### config.mk
export PLATFORM = sky130hd
export DESIGN_NAME = sspw_top
export DESIGN_NICKNAME = d
export VERILOG_FILES = /design/src/include/sspw_pkg.sv /design/src/rtl/sspw_top.sv
export VERILOG_INCLUDE_DIRS = /design/src /design/src/include
export SDC_FILE = /design/constraint.sdc
export NUM_CORES = 1
export LEC_CHECK = 0
export ABC_AREA = 1
export BUFFER_PORTS_ARGS = -buffer_cell sky130_fd_sc_hd__buf_2
export CAP_MARGIN = 30
export CORE_MARGIN = 3
export CORE_UTILIZATION = 60
export DETAILED_ROUTE_END_ITERATION = 12
export PLACE_DENSITY = 0.78
export SLEW_MARGIN = 15
export SYNTH_ARGS = -nofsm -noshare
export SYNTH_HDL_FRONTEND = slang
export SYNTH_SLANG_ARGS = --single-unit
### constraint.sdc
create_clock -name clk_sys_i -period 3.3 [get_ports clk_sys_i]
set_input_delay 0.495 -clock clk_sys_i [delete_from_list [all_inputs] [get_ports clk_sys_i]]
set_output_delay 0.495 -clock clk_sys_i [all_outputs]
set_load 0.1 [all_outputs]
### src/include/sspw_defines.svh
// register map, field positions, reset values and timing counts of the strobed serial port
`ifndef SSPW_DEFINES_SVH
`define SSPW_DEFINES_SVH
`define SSPW_ADDR_CTRL1 8'h0e
`define SSPW_ADDR_CTRL2 8'h0f
`define SSPW_ADDR_FDI 8'h10
`define SSPW_ADDR_WDOG 8'h11
`define SSPW_ADDR_TXP 8'h12
`define SSPW_ADDR_RXP 8'h13
`define SSPW_CTRL1_RST 8'h80
`define SSPW_CTRL2_RST 8'h00
`define SSPW_FDI_RST 8'h00
`define SSPW_WDOG_RST 8'h00
`define SSPW_TXP_RST 8'h00
`define SSPW_RXP_RST 8'h00
`define SSPW_CTRL1_MASK 8'he7
`define SSPW_CTRL2_MASK 8'hbc
`define SSPW_FDI_MASK 8'h7f
`define SSPW_WDOG_MASK 8'h1f
`define SSPW_TXP_MASK 8'h0f
`define SSPW_RXP_MASK 8'hff
`define SSPW_CTRL1_PD 7
`define SSPW_CTRL1_RXMUTE 1
`define SSPW_CTRL1_TXMUTE 0
`define SSPW_CTRL2_SWRST 7
`define SSPW_CTRL2_ALAW 5
`define SSPW_FDI_TDM 6
`define SSPW_FDI_ASYNC 2
`define SSPW_FDI_RATE_LO 0
`define SSPW_TXP_BANK 3
`define SSPW_WD_KEY 5'h0a
`define SSPW_QUIET_MU 8'h7f
`define SSPW_QUIET_A 8'h55
`define SSPW_SRC_FILTER 2'h1
`define SSPW_SRC_AUX 2'h2
`define SSPW_WD_TIME_MS 512
`define SSPW_FRAME_US 125
`define SSPW_WD_FRAMES ((`SSPW_WD_TIME_MS * 1000) / `SSPW_FRAME_US)
`define SSPW_WD_CNT_W 12
`define SSPW_MCLK_KHZ 4096
`define SSPW_DIV_128 (`SSPW_MCLK_KHZ / 128)
`define SSPW_DIV_256 (`SSPW_MCLK_KHZ / 256)
`endif

### src/include/sspw_pkg.sv
// types of the strobed serial port
package sspw_pkg;
   typedef enum logic [2:0] {
      SSPW_IDLE = 3'b001,
      SSPW_SLOT = 3'b010,
      SSPW_HOLD = 3'b100
   } sspw_slot_e;

   typedef struct packed {
      logic [7:0] ctrl1;
      logic [7:0] ctrl2;
      logic [7:0] digital_interface_unit;
      logic [7:0] wdog;
      logic [7:0] txp;
      logic [7:0] rxp;
      logic [7:0] rdata;
      logic clk_s1;
      logic clk_s2;
      logic clk_d;
      logic stb_s1;
      logic stb_s2;
      logic stb_d;
      logic din_s1;
      logic din_s2;
      logic mck_s1;
      logic mck_s2;
      sspw_slot_e st;
      logic [7:0] tx_sh;
      logic [7:0] stage;
      logic [7:0] rx_sh;
      logic [7:0] rx_hold;
      logic [7:0] rx_data;
      logic hold_vld;
      logic rx_vld;
      logic oe_n;
      logic [2:0] bit_cnt;
      logic [4:0] div_cnt;
      logic [11:0] wd_cnt;
      logic wd_out;
      logic wd_run;
      logic codec_pwr;
      logic ref_pwr;
      logic [2:0] drv_pwr;
      logic [2:0] drv_aux;
      logic mck_gate;
   } sspw_state_s;
endpackage

### src/rtl/sspw_top.sv
// strobed serial voice port with watchdog, path power control and transmit fifo
// Operation
// [RQ1] below 512 kHz bit clock the outside supplies a 4.096 MHz master clock
// [RQ2] strobed mode carries only B-channel audio; receive channel select bit ignored
// [RQ3] active-high 8 kHz strobe marks one 8-bit slot for transmit and receive
// [RQ4] asynchronous mode: codes 00/01 give 128/256 kHz derived from master clock
// [RQ5] synchronous mode: applied bit clock drives the port directly at coded rates
// [RQ6] sample input on falling edge, drive output on rising edge, tri-state outside strobe
// [RQ7] valid strobe with no transmit path sends quiet code for the slot
// [RQ8] no frame latency synchronous, exactly one frame latency asynchronous
// [RQ9] transmit path select picks one source; bank bit set acts as all zero
// [RQ10] receive path register gives each output port filter or auxiliary source
// [RQ11] watchdog output high in power-up reset, low at release, timer starts
// [RQ12] watchdog advances on strobe falling edge and stalls without strobe
// [RQ13] correct key before 512 ms timeout restarts timer, output stays low
// [RQ14] missed or wrong key toggles watchdog output each interval end
// [RQ15] controller writes key with low five bits 01010, upper bits ignored
// [RQ16] software reset keeps only register port and watchdog alive until cleared
// [RQ17] either reset restores default control bits, mu-law, sections powered down
// [RQ18] each output driver powered and tri-stated per its receive path assignment
// [RQ19] codec powers with any path; auxiliary-only routing powers reference only
// [RQ20] default strobed mode tri-stated outside strobe; backplane mode stays tri-stated
// [RQ21] oscillator halted until power-down bit clears; master clock blocked if async
// [RQ22] full power-down: clear both paths, set power-down and asynchronous bits
// [RQ23] quiet code is negative zero of the active companding table
`timescale 1ns/1ps
`default_nettype none
`include "sspw_defines.svh"

module sspw_fifo #(
   parameter int WIDTH = 8,
   parameter int DEPTH = 16
) (
   // clock and reset
   input wire logic clk_sys_i,
   input wire logic sys_rst_i,
   // filling side
   input wire logic [WIDTH-1:0] in_data_i,
   input wire logic in_valid_i,
   output logic in_ready_o,
   // draining side
   output logic [WIDTH-1:0] out_data_o,
   output logic out_valid_o,
   input wire logic out_ready_i
);
   localparam int AW = $clog2(DEPTH);
   typedef struct packed {
      logic [DEPTH-1:0][WIDTH-1:0] mem;
      logic [AW-1:0] wp;
      logic [AW-1:0] rp;
      logic [AW:0] cnt;
   } sspw_fifo_s;
   sspw_fifo_s f_reg;
   sspw_fifo_s f_next;
   logic push;
   logic pull;

   assign in_ready_o = f_reg.cnt != (AW+1)'(DEPTH);
   assign out_valid_o = f_reg.cnt != '0;
   assign out_data_o = f_reg.mem[f_reg.rp];
   assign push = in_valid_i & in_ready_o;
   assign pull = out_valid_o & out_ready_i;

   always_comb
   begin
      f_next = f_reg;
      if (push)
      begin
         f_next.mem[f_reg.wp] = in_data_i;
         f_next.wp = f_reg.wp + 1'b1;
      end
      if (pull)
      begin
         f_next.rp = f_reg.rp + 1'b1;
      end
      if (push && !pull)
      begin
         f_next.cnt = f_reg.cnt + 1'b1;
      end
      else if (pull && !push)
      begin
         f_next.cnt = f_reg.cnt - 1'b1;
      end
   end

   always_ff @(posedge clk_sys_i)
   begin
      if (sys_rst_i)
      begin
         f_reg <= '0;
      end
      else
      begin
         f_reg <= f_next;
      end
   end
endmodule

module sspw_top (
   // clock and power-up reset
   input wire logic clk_sys_i,
   input wire logic sys_rst_i,
   // register port
   input wire logic [7:0] reg_addr_i,
   input wire logic [7:0] reg_wdata_i,
   input wire logic reg_wr_i,
   input wire logic reg_rd_i,
   output logic [7:0] reg_rdata_o,
   // serial link
   input wire logic clock_input_pin_i,
   input wire logic slot_strobe_i,
   input wire logic din_i,
   output logic dout_o,
   output logic dout_oe_n_o,
   input wire logic master_clock_pin_i,
   output logic master_clock_gated_o,
   // transmit samples
   input wire logic [7:0] tx_data_i,
   input wire logic tx_valid_i,
   output logic tx_ready_o,
   // received samples
   output logic [7:0] rx_data_o,
   output logic rx_valid_o,
   // watchdog and power
   output logic watchdog_out_o,
   output logic codec_pwr_o,
   output logic ref_bias_pwr_o,
   output logic [2:0] driver_pwr_o,
   output logic [2:0] driver_aux_o
);
   sspw_pkg::sspw_state_s s_reg;
   sspw_pkg::sspw_state_s s_next;

   logic clk_rise;
   logic clk_fall;
   logic stb_rise;
   logic stb_fall;
   logic async_sel;
   logic osc_run;
   logic soft_rst;
   logic port_en;
   logic [4:0] div_last;
   logic [4:0] div_mid;
   logic bit_rise;
   logic bit_fall;
   logic [7:0] quiet;
   logic tx_active;
   logic slot_start;
   logic pop;
   logic [7:0] tx_byte;
   logic wd_kick;
   logic wd_expire;
   logic [7:0] fifo_data;
   logic fifo_valid;

   function automatic logic [7:0] sspw_quiet(input logic alaw);
      sspw_quiet = alaw ? `SSPW_QUIET_A : `SSPW_QUIET_MU;
   endfunction

   function automatic logic [2:0] sspw_tx_eff(input logic [7:0] txp);
      sspw_tx_eff = txp[`SSPW_TXP_BANK] ? 3'h0 : txp[2:0];
   endfunction

   sspw_fifo #(
      .WIDTH(8),
      .DEPTH(16)
   ) u_fifo (
      .clk_sys_i(clk_sys_i),
      .sys_rst_i(sys_rst_i),
      .in_data_i(tx_data_i),
      .in_valid_i(tx_valid_i),
      .in_ready_o(tx_ready_o),
      .out_data_o(fifo_data),
      .out_valid_o(fifo_valid),
      .out_ready_i(pop)
   );

   assign clk_rise = s_reg.clk_s2 & ~s_reg.clk_d;
   assign clk_fall = ~s_reg.clk_s2 & s_reg.clk_d;
   assign stb_rise = s_reg.stb_s2 & ~s_reg.stb_d;
   assign stb_fall = ~s_reg.stb_s2 & s_reg.stb_d;
   assign async_sel = s_reg.digital_interface_unit[`SSPW_FDI_ASYNC];
   // oscillator and internal bit clock only run once power-down is cleared
   assign osc_run = async_sel & ~s_reg.ctrl1[`SSPW_CTRL1_PD]; // [RQ21]
   assign soft_rst = s_reg.ctrl2[`SSPW_CTRL2_SWRST];
   // backplane mode is not built here, so its stream stays tri-stated
   assign port_en = ~soft_rst & ~s_reg.digital_interface_unit[`SSPW_FDI_TDM]; // [RQ16] [RQ20]
   assign div_last = s_reg.digital_interface_unit[`SSPW_FDI_RATE_LO] ? 5'(`SSPW_DIV_256 - 1) :
                     5'(`SSPW_DIV_128 - 1); // [RQ4]
   assign div_mid = div_last >> 1;
   assign bit_rise = async_sel ? (osc_run & clk_rise & (s_reg.div_cnt == div_last)) :
                     clk_rise; // [RQ4] [RQ5]
   assign bit_fall = async_sel ? (osc_run & clk_rise & (s_reg.div_cnt == div_mid)) :
                     clk_fall; // [RQ5]
   assign quiet = sspw_quiet(s_reg.ctrl2[`SSPW_CTRL2_ALAW]); // [RQ23]
   assign tx_active = sspw_tx_eff(s_reg.txp) != 3'h0; // [RQ9]
   // the strobe alone places the slot; the channel select bit is never read
   assign slot_start = (s_reg.st == sspw_pkg::SSPW_IDLE) & stb_rise & port_en; // [RQ2] [RQ3]
   assign pop = slot_start & tx_active & ~s_reg.ctrl1[`SSPW_CTRL1_TXMUTE] & fifo_valid;
   assign tx_byte = pop ? fifo_data : quiet; // [RQ7]
   assign wd_kick = reg_wr_i & (reg_addr_i == `SSPW_ADDR_WDOG) &
                    (reg_wdata_i[4:0] == `SSPW_WD_KEY); // [RQ13] [RQ15]
   assign wd_expire = stb_fall & (s_reg.wd_cnt == `SSPW_WD_CNT_W'(`SSPW_WD_FRAMES - 1));

   assign reg_rdata_o = s_reg.rdata;
   assign dout_o = s_reg.tx_sh[7];
   assign dout_oe_n_o = s_reg.oe_n;
   assign master_clock_gated_o = s_reg.mck_gate;
   assign rx_data_o = s_reg.rx_data;
   assign rx_valid_o = s_reg.rx_vld;
   assign watchdog_out_o = s_reg.wd_out;
   assign codec_pwr_o = s_reg.codec_pwr;
   assign ref_bias_pwr_o = s_reg.ref_pwr;
   assign driver_pwr_o = s_reg.drv_pwr;
   assign driver_aux_o = s_reg.drv_aux;

   always_comb
   begin
      logic filt_used;
      logic aux_used;
      logic [1:0] src;
      filt_used = 1'b0;
      aux_used = 1'b0;
      src = 2'h0;
      s_next = s_reg;
      s_next.rx_vld = 1'b0;
      // pin synchronisers
      s_next.clk_s1 = clock_input_pin_i;
      s_next.clk_s2 = s_reg.clk_s1;
      s_next.clk_d = s_reg.clk_s2;
      s_next.stb_s1 = slot_strobe_i;
      s_next.stb_s2 = s_reg.stb_s1;
      s_next.stb_d = s_reg.stb_s2;
      s_next.din_s1 = din_i;
      s_next.din_s2 = s_reg.din_s1;
      s_next.mck_s1 = master_clock_pin_i;
      s_next.mck_s2 = s_reg.mck_s1;
      s_next.mck_gate = s_reg.mck_s2 & ~async_sel & ~s_reg.ctrl1[`SSPW_CTRL1_PD]; // [RQ21]

      // register port; while in software reset only ctrl2 and watchdog take writes, ctrl2 holding just its reset bit until a write clears it, all registers still read
      if (reg_rd_i)
      begin
         unique case (reg_addr_i)
            `SSPW_ADDR_CTRL1: s_next.rdata = s_reg.ctrl1;
            `SSPW_ADDR_CTRL2: s_next.rdata = s_reg.ctrl2;
            `SSPW_ADDR_FDI: s_next.rdata = s_reg.digital_interface_unit;
            `SSPW_ADDR_WDOG: s_next.rdata = s_reg.wdog;
            `SSPW_ADDR_TXP: s_next.rdata = s_reg.txp;
            `SSPW_ADDR_RXP: s_next.rdata = s_reg.rxp;
            default: s_next.rdata = 8'h00;
         endcase
      end
      if (reg_wr_i)
      begin
         unique case (reg_addr_i)
            `SSPW_ADDR_CTRL1: if (!soft_rst) s_next.ctrl1 = reg_wdata_i & `SSPW_CTRL1_MASK;
            `SSPW_ADDR_CTRL2: s_next.ctrl2 = reg_wdata_i & `SSPW_CTRL2_MASK; // [RQ16]
            `SSPW_ADDR_FDI: if (!soft_rst) s_next.digital_interface_unit = reg_wdata_i & `SSPW_FDI_MASK;
            `SSPW_ADDR_WDOG: s_next.wdog = reg_wdata_i & `SSPW_WDOG_MASK;
            `SSPW_ADDR_TXP: if (!soft_rst) s_next.txp = reg_wdata_i & `SSPW_TXP_MASK;
            `SSPW_ADDR_RXP: if (!soft_rst) s_next.rxp = reg_wdata_i & `SSPW_RXP_MASK;
            default: s_next.rdata = s_next.rdata;
         endcase
      end
      if (soft_rst)
      begin
         // defaults held for as long as the bit stays set
         s_next.ctrl1 = `SSPW_CTRL1_RST; // [RQ17]
         s_next.digital_interface_unit = `SSPW_FDI_RST;
         s_next.txp = `SSPW_TXP_RST;
         s_next.rxp = `SSPW_RXP_RST;
         if (s_next.ctrl2[`SSPW_CTRL2_SWRST])
         begin
            s_next.ctrl2 = 8'h80;
         end
      end

      // internal bit clock realigned to each strobe
      if (!osc_run || stb_rise)
      begin
         s_next.div_cnt = 5'h00; // [RQ4]
      end
      else if (clk_rise)
      begin
         s_next.div_cnt = (s_reg.div_cnt == div_last) ? 5'h00 : s_reg.div_cnt + 5'h01;
      end

      // slot sequencer
      unique case (s_reg.st)
         sspw_pkg::SSPW_IDLE:
         begin
            s_next.oe_n = 1'b1; // [RQ6]
            if (slot_start)
            begin
               s_next.st = sspw_pkg::SSPW_SLOT;
               s_next.oe_n = 1'b0;
               s_next.bit_cnt = 3'h0;
               if (async_sel)
               begin
                  // one frame held back: last slot's byte goes out now
                  s_next.tx_sh = s_reg.stage; // [RQ8]
                  s_next.stage = tx_byte;
                  s_next.rx_data = s_reg.rx_hold;
                  s_next.rx_vld = s_reg.hold_vld & s_reg.codec_pwr;
                  s_next.hold_vld = 1'b0;
               end
               else
               begin
                  s_next.tx_sh = tx_byte; // [RQ8]
               end
            end
         end
         sspw_pkg::SSPW_SLOT:
         begin
            if (!s_reg.stb_s2 || !port_en)
            begin
               s_next.st = sspw_pkg::SSPW_IDLE;
               s_next.oe_n = 1'b1; // [RQ6]
            end
            else
            begin
               if (bit_rise)
               begin
                  s_next.tx_sh = {s_reg.tx_sh[6:0], 1'b0}; // [RQ6]
               end
               if (bit_fall)
               begin
                  s_next.rx_sh = {s_reg.rx_sh[6:0], s_reg.din_s2}; // [RQ6]
                  s_next.bit_cnt = s_reg.bit_cnt + 3'h1;
                  if (s_reg.bit_cnt == 3'h7)
                  begin
                     s_next.st = sspw_pkg::SSPW_HOLD;
                     if (s_reg.ctrl1[`SSPW_CTRL1_RXMUTE])
                     begin
                        s_next.rx_sh = quiet;
                     end
                     if (async_sel)
                     begin
                        s_next.rx_hold = s_next.rx_sh;
                        s_next.hold_vld = 1'b1;
                     end
                     else
                     begin
                        s_next.rx_data = s_next.rx_sh;
                        s_next.rx_vld = s_reg.codec_pwr;
                     end
                  end
               end
            end
         end
         sspw_pkg::SSPW_HOLD:
         begin
            if (!s_reg.stb_s2 || !port_en)
            begin
               s_next.st = sspw_pkg::SSPW_IDLE;
               s_next.oe_n = 1'b1;
            end
         end
      endcase

      // watchdog, unaffected by software reset
      if (!s_reg.wd_run)
      begin
         s_next.wd_run = 1'b1;
         s_next.wd_out = 1'b0; // [RQ11]
         s_next.wd_cnt = '0;
      end
      else if (wd_kick)
      begin
         s_next.wd_cnt = '0; // [RQ13]
         s_next.wd_out = 1'b0;
      end
      else if (wd_expire)
      begin
         s_next.wd_cnt = '0;
         s_next.wd_out = ~s_reg.wd_out; // [RQ14]
      end
      else if (stb_fall)
      begin
         s_next.wd_cnt = s_reg.wd_cnt + 1'b1; // [RQ12]
      end

      // path driven power control
      for (int i = 0; i < 3; i++)
      begin
         src = s_reg.rxp[2*i +: 2]; // [RQ10]
         s_next.drv_pwr[i] = (src == `SSPW_SRC_FILTER) || (src == `SSPW_SRC_AUX); // [RQ18]
         s_next.drv_aux[i] = src == `SSPW_SRC_AUX;
         filt_used = filt_used | (src == `SSPW_SRC_FILTER);
         aux_used = aux_used | (src == `SSPW_SRC_AUX);
      end
      s_next.codec_pwr = tx_active | filt_used; // [RQ19]
      s_next.ref_pwr = tx_active | filt_used | aux_used; // [RQ19]
   end

   always_ff @(posedge clk_sys_i)
   begin
      if (sys_rst_i)
      begin
         s_reg <= '0;
         s_reg.ctrl1 <= `SSPW_CTRL1_RST; // [RQ17]
         s_reg.ctrl2 <= `SSPW_CTRL2_RST;
         s_reg.digital_interface_unit <= `SSPW_FDI_RST;
         s_reg.wdog <= `SSPW_WDOG_RST;
         s_reg.txp <= `SSPW_TXP_RST;
         s_reg.rxp <= `SSPW_RXP_RST;
         s_reg.st <= sspw_pkg::SSPW_IDLE;
         s_reg.oe_n <= 1'b1;
         s_reg.wd_out <= 1'b1; // [RQ11]
      end
      else
      begin
         s_reg <= s_next;
      end
   end
endmodule
`default_nettype wire

---- After elaboration in Yosys (flattened, before gate mapping) ----
Index checks and enable logic that the tools add are counted.
storage, ports and cells
  bits in registers ....................... 274
  bits of input ports ..................... 33
  output and inout port bits .............. 30
  word-level logic and storage cells ...... 231
cells by class
  $add $sub $neg .......................... 7
  order comparisons ....................... 3
  equality and inequality tests ........... 34
  multiplexer cells ....................... 58
  bitwise gates (word level) .............. 40
  reduce and logical (&&, ||, !) cells .... 34
operators with widths
  cell                                           number
  2-to-1 mux 8 bit                               17
  bitwise mux 128 bit                            1
  2-to-1 mux 26 bit                              3
  2-to-1 mux 48 bit                              1
  one-hot mux 8 bit (6 select lines)             1
  binary-select mux 8 bit (select 4 bit)         1
  demux 8 bit (select 4 bit)                     1
  == test 8 x 5 -> 1 bit, second input constant  4
  2-to-1 mux 5 bit                               5
  AND 1 bit                                      22
  2-to-1 mux 3 bit                               7
  2-to-1 mux 10 bit                              2
  one-hot mux 10 bit (2 select lines)            1
  2-to-1 mux 19 bit                              1
  != test 2 bit, second input constant           9
  AND reduction 3 bit                            6
  == test 8 x 4 -> 1 bit, second input constant  2
  2-to-1 mux 16 bit                              1
  one-hot mux 8 bit (2 select lines)             1
  2-to-1 mux 14 bit                              1
  AND reduction 7 bit                            2
  adder 12 x 1 -> 12 bit, second input constant  1
  == test 12 bit, second input constant          1
  inverter 1 bit                                 12
  other kinds (37)                               73

---- Depth between registers and ports, before layout ----
  word-level depth ........................ 11
  depth in mapped cells ................... 18
  mapped depth without buffers ............ 18

---- Modules after synthesis ----
From an unflattened synthesis, not the netlist that was laid out.
unflattened totals
  cells, all modules ...................... 2,135
  area, all modules ....................... 13,977.2 sq um
modules (own cells, without submodules)
  module     times used  cells an instance  area each (sq um)  sequential area each (sq um)
  sspw_fifo  1           1,245              7,672.4            2,822.7
  sspw_top   1           890                6,304.8            2,642.5

---- Least setup slack after synthesis ----
Ideal clock, no wire load.
  path type ............................... reg-to-reg
  start point ............................. register u_fifo.f_reg[0] (netlist name)
  end point ............................... register u_fifo.f_reg[4] (netlist name)
  library setup time ...................... 119 ps
  arrival time ............................ 3,339 ps
  required time ........................... 3,181 ps
  setup slack ............................. -158 ps
  cell stages (with the launch flop) ...... 17
  buffers on the path ..................... 1
  clock period less this slack ............ 3,458 ps
  path through ............................ dfxtp_1 -> inv_1 -> nand4_1 -> nand2_1 -> inv_2 -> buf_8 -> ha_1 -> inv_1 -> ha_1 -> nand2_1 -> nand2_1 -> a21oi_1 -> nor2_1 -> nor2_1 -> nand2_1 -> o21ai_0 -> a21oi_1
between the ends
  elaborated cells on any way between the ends .. 14
  those cells by class .................... add/sub (2); eq/ne (1); mux (2); bitwise (3); reduce/logical (6)
RTL lines
  item                          RTL line         source
  from (decl)                   sspw_top.sv:53   sspw_fifo_s f_reg;
  from (signal assigned)        sspw_top.sv:94   f_reg <= f_next;
  != test 5 bit (*)             sspw_top.sv:58   assign in_ready_o = f_reg.cnt != (AW+1)'(DEPTH);
  named net tx_ready_o          sspw_top.sv:120  output logic tx_ready_o,
  AND 1 bit (*)                 sspw_top.sv:61   assign push = in_valid_i & in_ready_o;
  named net u_fifo.push         sspw_top.sv:55   logic push;
  zero test 1 bit               sspw_top.sv:80   else if (pull && !push)
  logical AND 1 bit             sspw_top.sv:80
  nonzero test 2 bit (no line)  n/a
Mark *: on every way through the listed nets, which the timed path passes. The rest lies on a longest branch. The select of a mux whose other input is x is not followed.
A chain may end at the register's enable or synchronous reset.

---- Final worst setup path ----
  start point ............................. register s_reg[105] (netlist name)
  end point ............................... register u_fifo.f_reg[4] (netlist name)
between the ends
  longest elaborated chain between the ends .. 9
  elaborated cells on any way between the ends .. 11
  those cells by class .................... mux (2); bitwise (4); reduce/logical (5)
ends and longest elaborated chain
  item                                                    RTL line         source
  from (decl)                                             sspw_top.sv:131  sspw_pkg::sspw_state_s s_reg;
  from (signal assigned)                                  sspw_top.sv:413  s_reg <= s_next;
  2-to-1 mux 3 bit (*)                                    sspw_top.sv:161  sspw_tx_eff = txp[`SSPW_TXP_BANK] ? 3'h0 : txp[2:0];
  nonzero test 3 bit (*)                                  sspw_top.sv:196  assign tx_active = sspw_tx_eff(s_reg.txp) != 3'h0;
  AND 1 bit (*) (3 in series)                             sspw_top.sv:199  assign pop = slot_start & tx_active & ~s_reg.ctrl1[`SSPW_CTRL1_TXMUTE] & fifo_valid;
  AND 1 bit (*)                                           sspw_top.sv:62   assign pull = out_valid_o & out_ready_i;
  zero test 1 bit                                         sspw_top.sv:76   if (push && !pull)
  logical AND 1 bit                                       sspw_top.sv:76
  2-to-1 mux 5 bit or nonzero test 2 bit (tied branches)  n/a
Every way passes the cells marked *; elsewhere a longest branch is shown, timed or not.

==> out/qor.txt <==
RR Endpoint = u_fifo.f_reg[4]
YS warnings = 0
Port bufs = 62
Synth unique cells = 46
WL per Instance = 15.47 um
Largest net degree at the start of global routing = 106
Reg2Reg Depth = 16
Finish-stage setup viols = 0
Die area = 23030 um2
Multi-input logic area = 5692 um2
Router iterations before antenna repair = 5
CTS tree = built
Yosys reg bits = 273
Peak supply drop = 0.4550 mV
Fillers = 1794
Sequential share of the synthesized area = 42.87%
Drt total wl = 31310 um
Max-cap violations = 0
Status = finished clean
Hold WC Path Type = in2reg
Clk_lat worst skew = 0.54 ns
Worst EP required = 3.73 ns
EDFF count, synth = 0
Worst setup SP type = flop
Commonest cells after routing, fill and taps aside = dfxtp_1, nand2_1, a21oi_1
Syn_nets = 1794
Max reg flops = 141
Post-route DRC violation count = 0
Postcts setup bufs = 0
Max transition margin = 41.52%
Sequential power share = 47.9%
Design Area, Final = 13840 um2
Die Ht = 151.8 um
Setup WS post-layout = 0.6101 ns
Shortest period the worst path allows = 2.690 ns
Initial core utilization = 62.01%
Period utilisation layout = 81.51%
Clk pwr share = 45.0%
Least-Margin Pin Slew = 0.8762 ns
Sw Ratio = 23.98%
Seq. cell area = 5466 um2
Die width = 151.8 um
Critical path type = reg2reg
Layout Skew = 0.009391 ns
R2R Setup Slk = 0.61 ns
Post-DP Area = 12870 um2
WP data arrival = 3.12 ns
Setup Slack @ Placement = 0.6947 ns
CP endpoint kind = flop
CTS Root Cell = clkbuf_16
Worst R2R Start = s_reg[105]
Vias in the first global route = 10.08k
Reg clk slew, reported paths = 0.06 ns
Max Slew Vio Count = 0
Area grow syn2layout = 8.538%
Num ports = 63
DPL Wire Length = 20370 um
Unrepaired setup endpoints after global routing = false
Layout Nets = 1785
Ant. Diodes = 0
Switch Pwr = 1700 uW
Drt via density = 5.587
Fin Setup TNS = 0 ns
Overflow after GRT = 0
Layout cells sized above 1 = 9.584%
Prevailing post-synth register cell = dfxtp_1
Mapped cell area = 12750 um2
CTS Buffer Depth = 3
Max Freq = 371.8 MHz
Fin. Hold Viols = 0
Syn avg cell area = 7.323 um2
Post-CTS sizing = 0
Part of the power in combinational logic = 7.1%
Rows = 52
Global-route wire length before repair = 50430 um
Post-CTS Hold Fix Bufs = 0
Final ANT Viol Nets = 0
Async S/R FF share, synth = 0%
Clk sinks = 273
Leakage = 0.005367 uW
CP Launch Point = s_reg[105]
Core ar. = 20560 um2
Antenna violations before repair = 0
# H-tree levels = 1
Tot GR Track Use = 26.71%
Crit Path Max Fanout = 10
Vias = 11.30k
Final RePlAce weighted congestion = 0.9247
Internal power = 5389 uW
TritonCTS Buffers = 29
Syn Inst Count = 1741
Worst setup path end = u_fifo.f_reg[4]
Commonest non-fill, non-tap cell in the layout = dfxtp_1
Drt first-iter violations = 1096
Power density over the cells = 512.3 nW/um2
==> cells by family (layout without fill, tap and decap cells) <==
family	after synthesis	count (layout)	share of synthesized area (%)
AO/OA/AOI/OAI	515	515	21.08
XOR/XNOR	8	8	0.5496
adder cells (fa/ha/maj)	20	20	2.022
buffers and inverters	371	383	12.76
flip-flops	273	273	42.87
AND/OR/NAND/NOR	554	554	20.73
==> worst min-delay path by stage <==
stage                             from    endpoint  slack, ns  cells past startpoint
finish              master_clock_pin_i  s_next[77]       0.15                      3
global route         clock_input_pin_i  s_next[85]       0.15                      3
CTS                 master_clock_pin_i  s_next[77]       0.14                      3
detailed placement          s_next[77]   s_reg[77]       0.40                      2
global placement            s_next[77]   s_reg[77]       0.39                      2
floorplan                   s_next[82]  s_next[81]       0.39                      2
==> through the flow <==
stage / total power [uW] / utilization (%) / cells / hold slack (ns)
6_report: 7089 / 67.31 / 2023 / 0.1519
4_1_cts: 7116 / 67.10 / 2021 / 0.1441
3_3_place_gp: 3946 / 62.59 / 1969 / 0.3919
2_1_floorplan: 3831 / - / 1741 / 0.3883
5_1_grt: 7311 / 67.31 / 2023 / 0.1514
3_5_place_dp: 3960 / 62.59 / 1969 / 0.4007
==> power by group through the flow <==
stage               sequential [uW]  clock [uW]  combinational (uW)
finish                         3390        3190                 505
global route                   3400        3350                 561
CTS                            3390        3220                 500
detailed placement             3470           0                 494
global placement               3460           0                 483
floorplan                      3470           0                 360
==> final cells by class <==
cell class	count	share of cell area (%)
multi-input combinational	1097	41.13
sequential	273	39.50
inverter	257	7.034
clock buffer	43	5.986
timing repair buffer	74	3.183
tap	270	2.441
clock inverter	9	0.7233
==> cell usage after synthesis (2+ instances only) <==
cell / n / area share (%)
dfxtp_1: 273 / 43
or2_0: 2 / 0.098
nor2_2: 2 / 0.098
o21a_1: 2 / 0.12
buf_4: 34 / 2.0
a211oi_1: 3 / 0.18
nand4_1: 33 / 1.6
nand3_1: 117 / 4.6
nor2_4: 2 / 0.18
nor3_2: 3 / 0.24
nand4_4: 7 / 1.2
inv_4: 2 / 0.098
buf_1: 5 / 0.15
buf_2: 24 / 0.94
ha_1: 19 / 1.9
inv_1: 242 / 7.1
a31oi_1: 3 / 0.15
clkinv_1: 5 / 0.15
inv_2: 8 / 0.24
o21ai_0: 231 / 9.1
buf_6: 8 / 0.71
xor2_1: 5 / 0.34
a21oi_1: 244 / 9.6
o211ai_1: 24 / 1.4
nand2_1: 250 / 7.4
nor3_1: 10 / 0.39
clkbuf_1: 42 / 1.2
xnor2_1: 3 / 0.21
nand2_2: 5 / 0.25
o21ai_1: 2 / 0.079
nor2_1: 102 / 3.0
nand3_2: 2 / 0.16
nor3_4: 3 / 0.38
nor3b_1: 8 / 0.47
nor2_8: 2 / 0.31
nand2_4: 3 / 0.26
a41oi_1: 2 / 0.14
==> per-layer routing <==
layer	track usage [%]	routed length [um]
met1	38.59	14360
met3	3.183	2119
met5	0	0
met4	6.244	589
met2	43.02	14240
==> worst max-delay path, cell delays in order, from the launching register on <==
cell	delay, ns
dfxtp_1	0.34
inv_1	0.06
a21oi_1	0.39
nand3_1	0.29
nor2_8	0.23
inv_2	0.11
ha_4	0.19
inv_2	0.09
ha_4	0.21
nand2_1	0.07
nand2_1	0.06
a21oi_2	0.15
nor2_1	0.05
nor2_1	0.08
nand2_1	0.06
o21ai_0	0.14
a21oi_1	0.05
(Power assumes the default switching activity.)
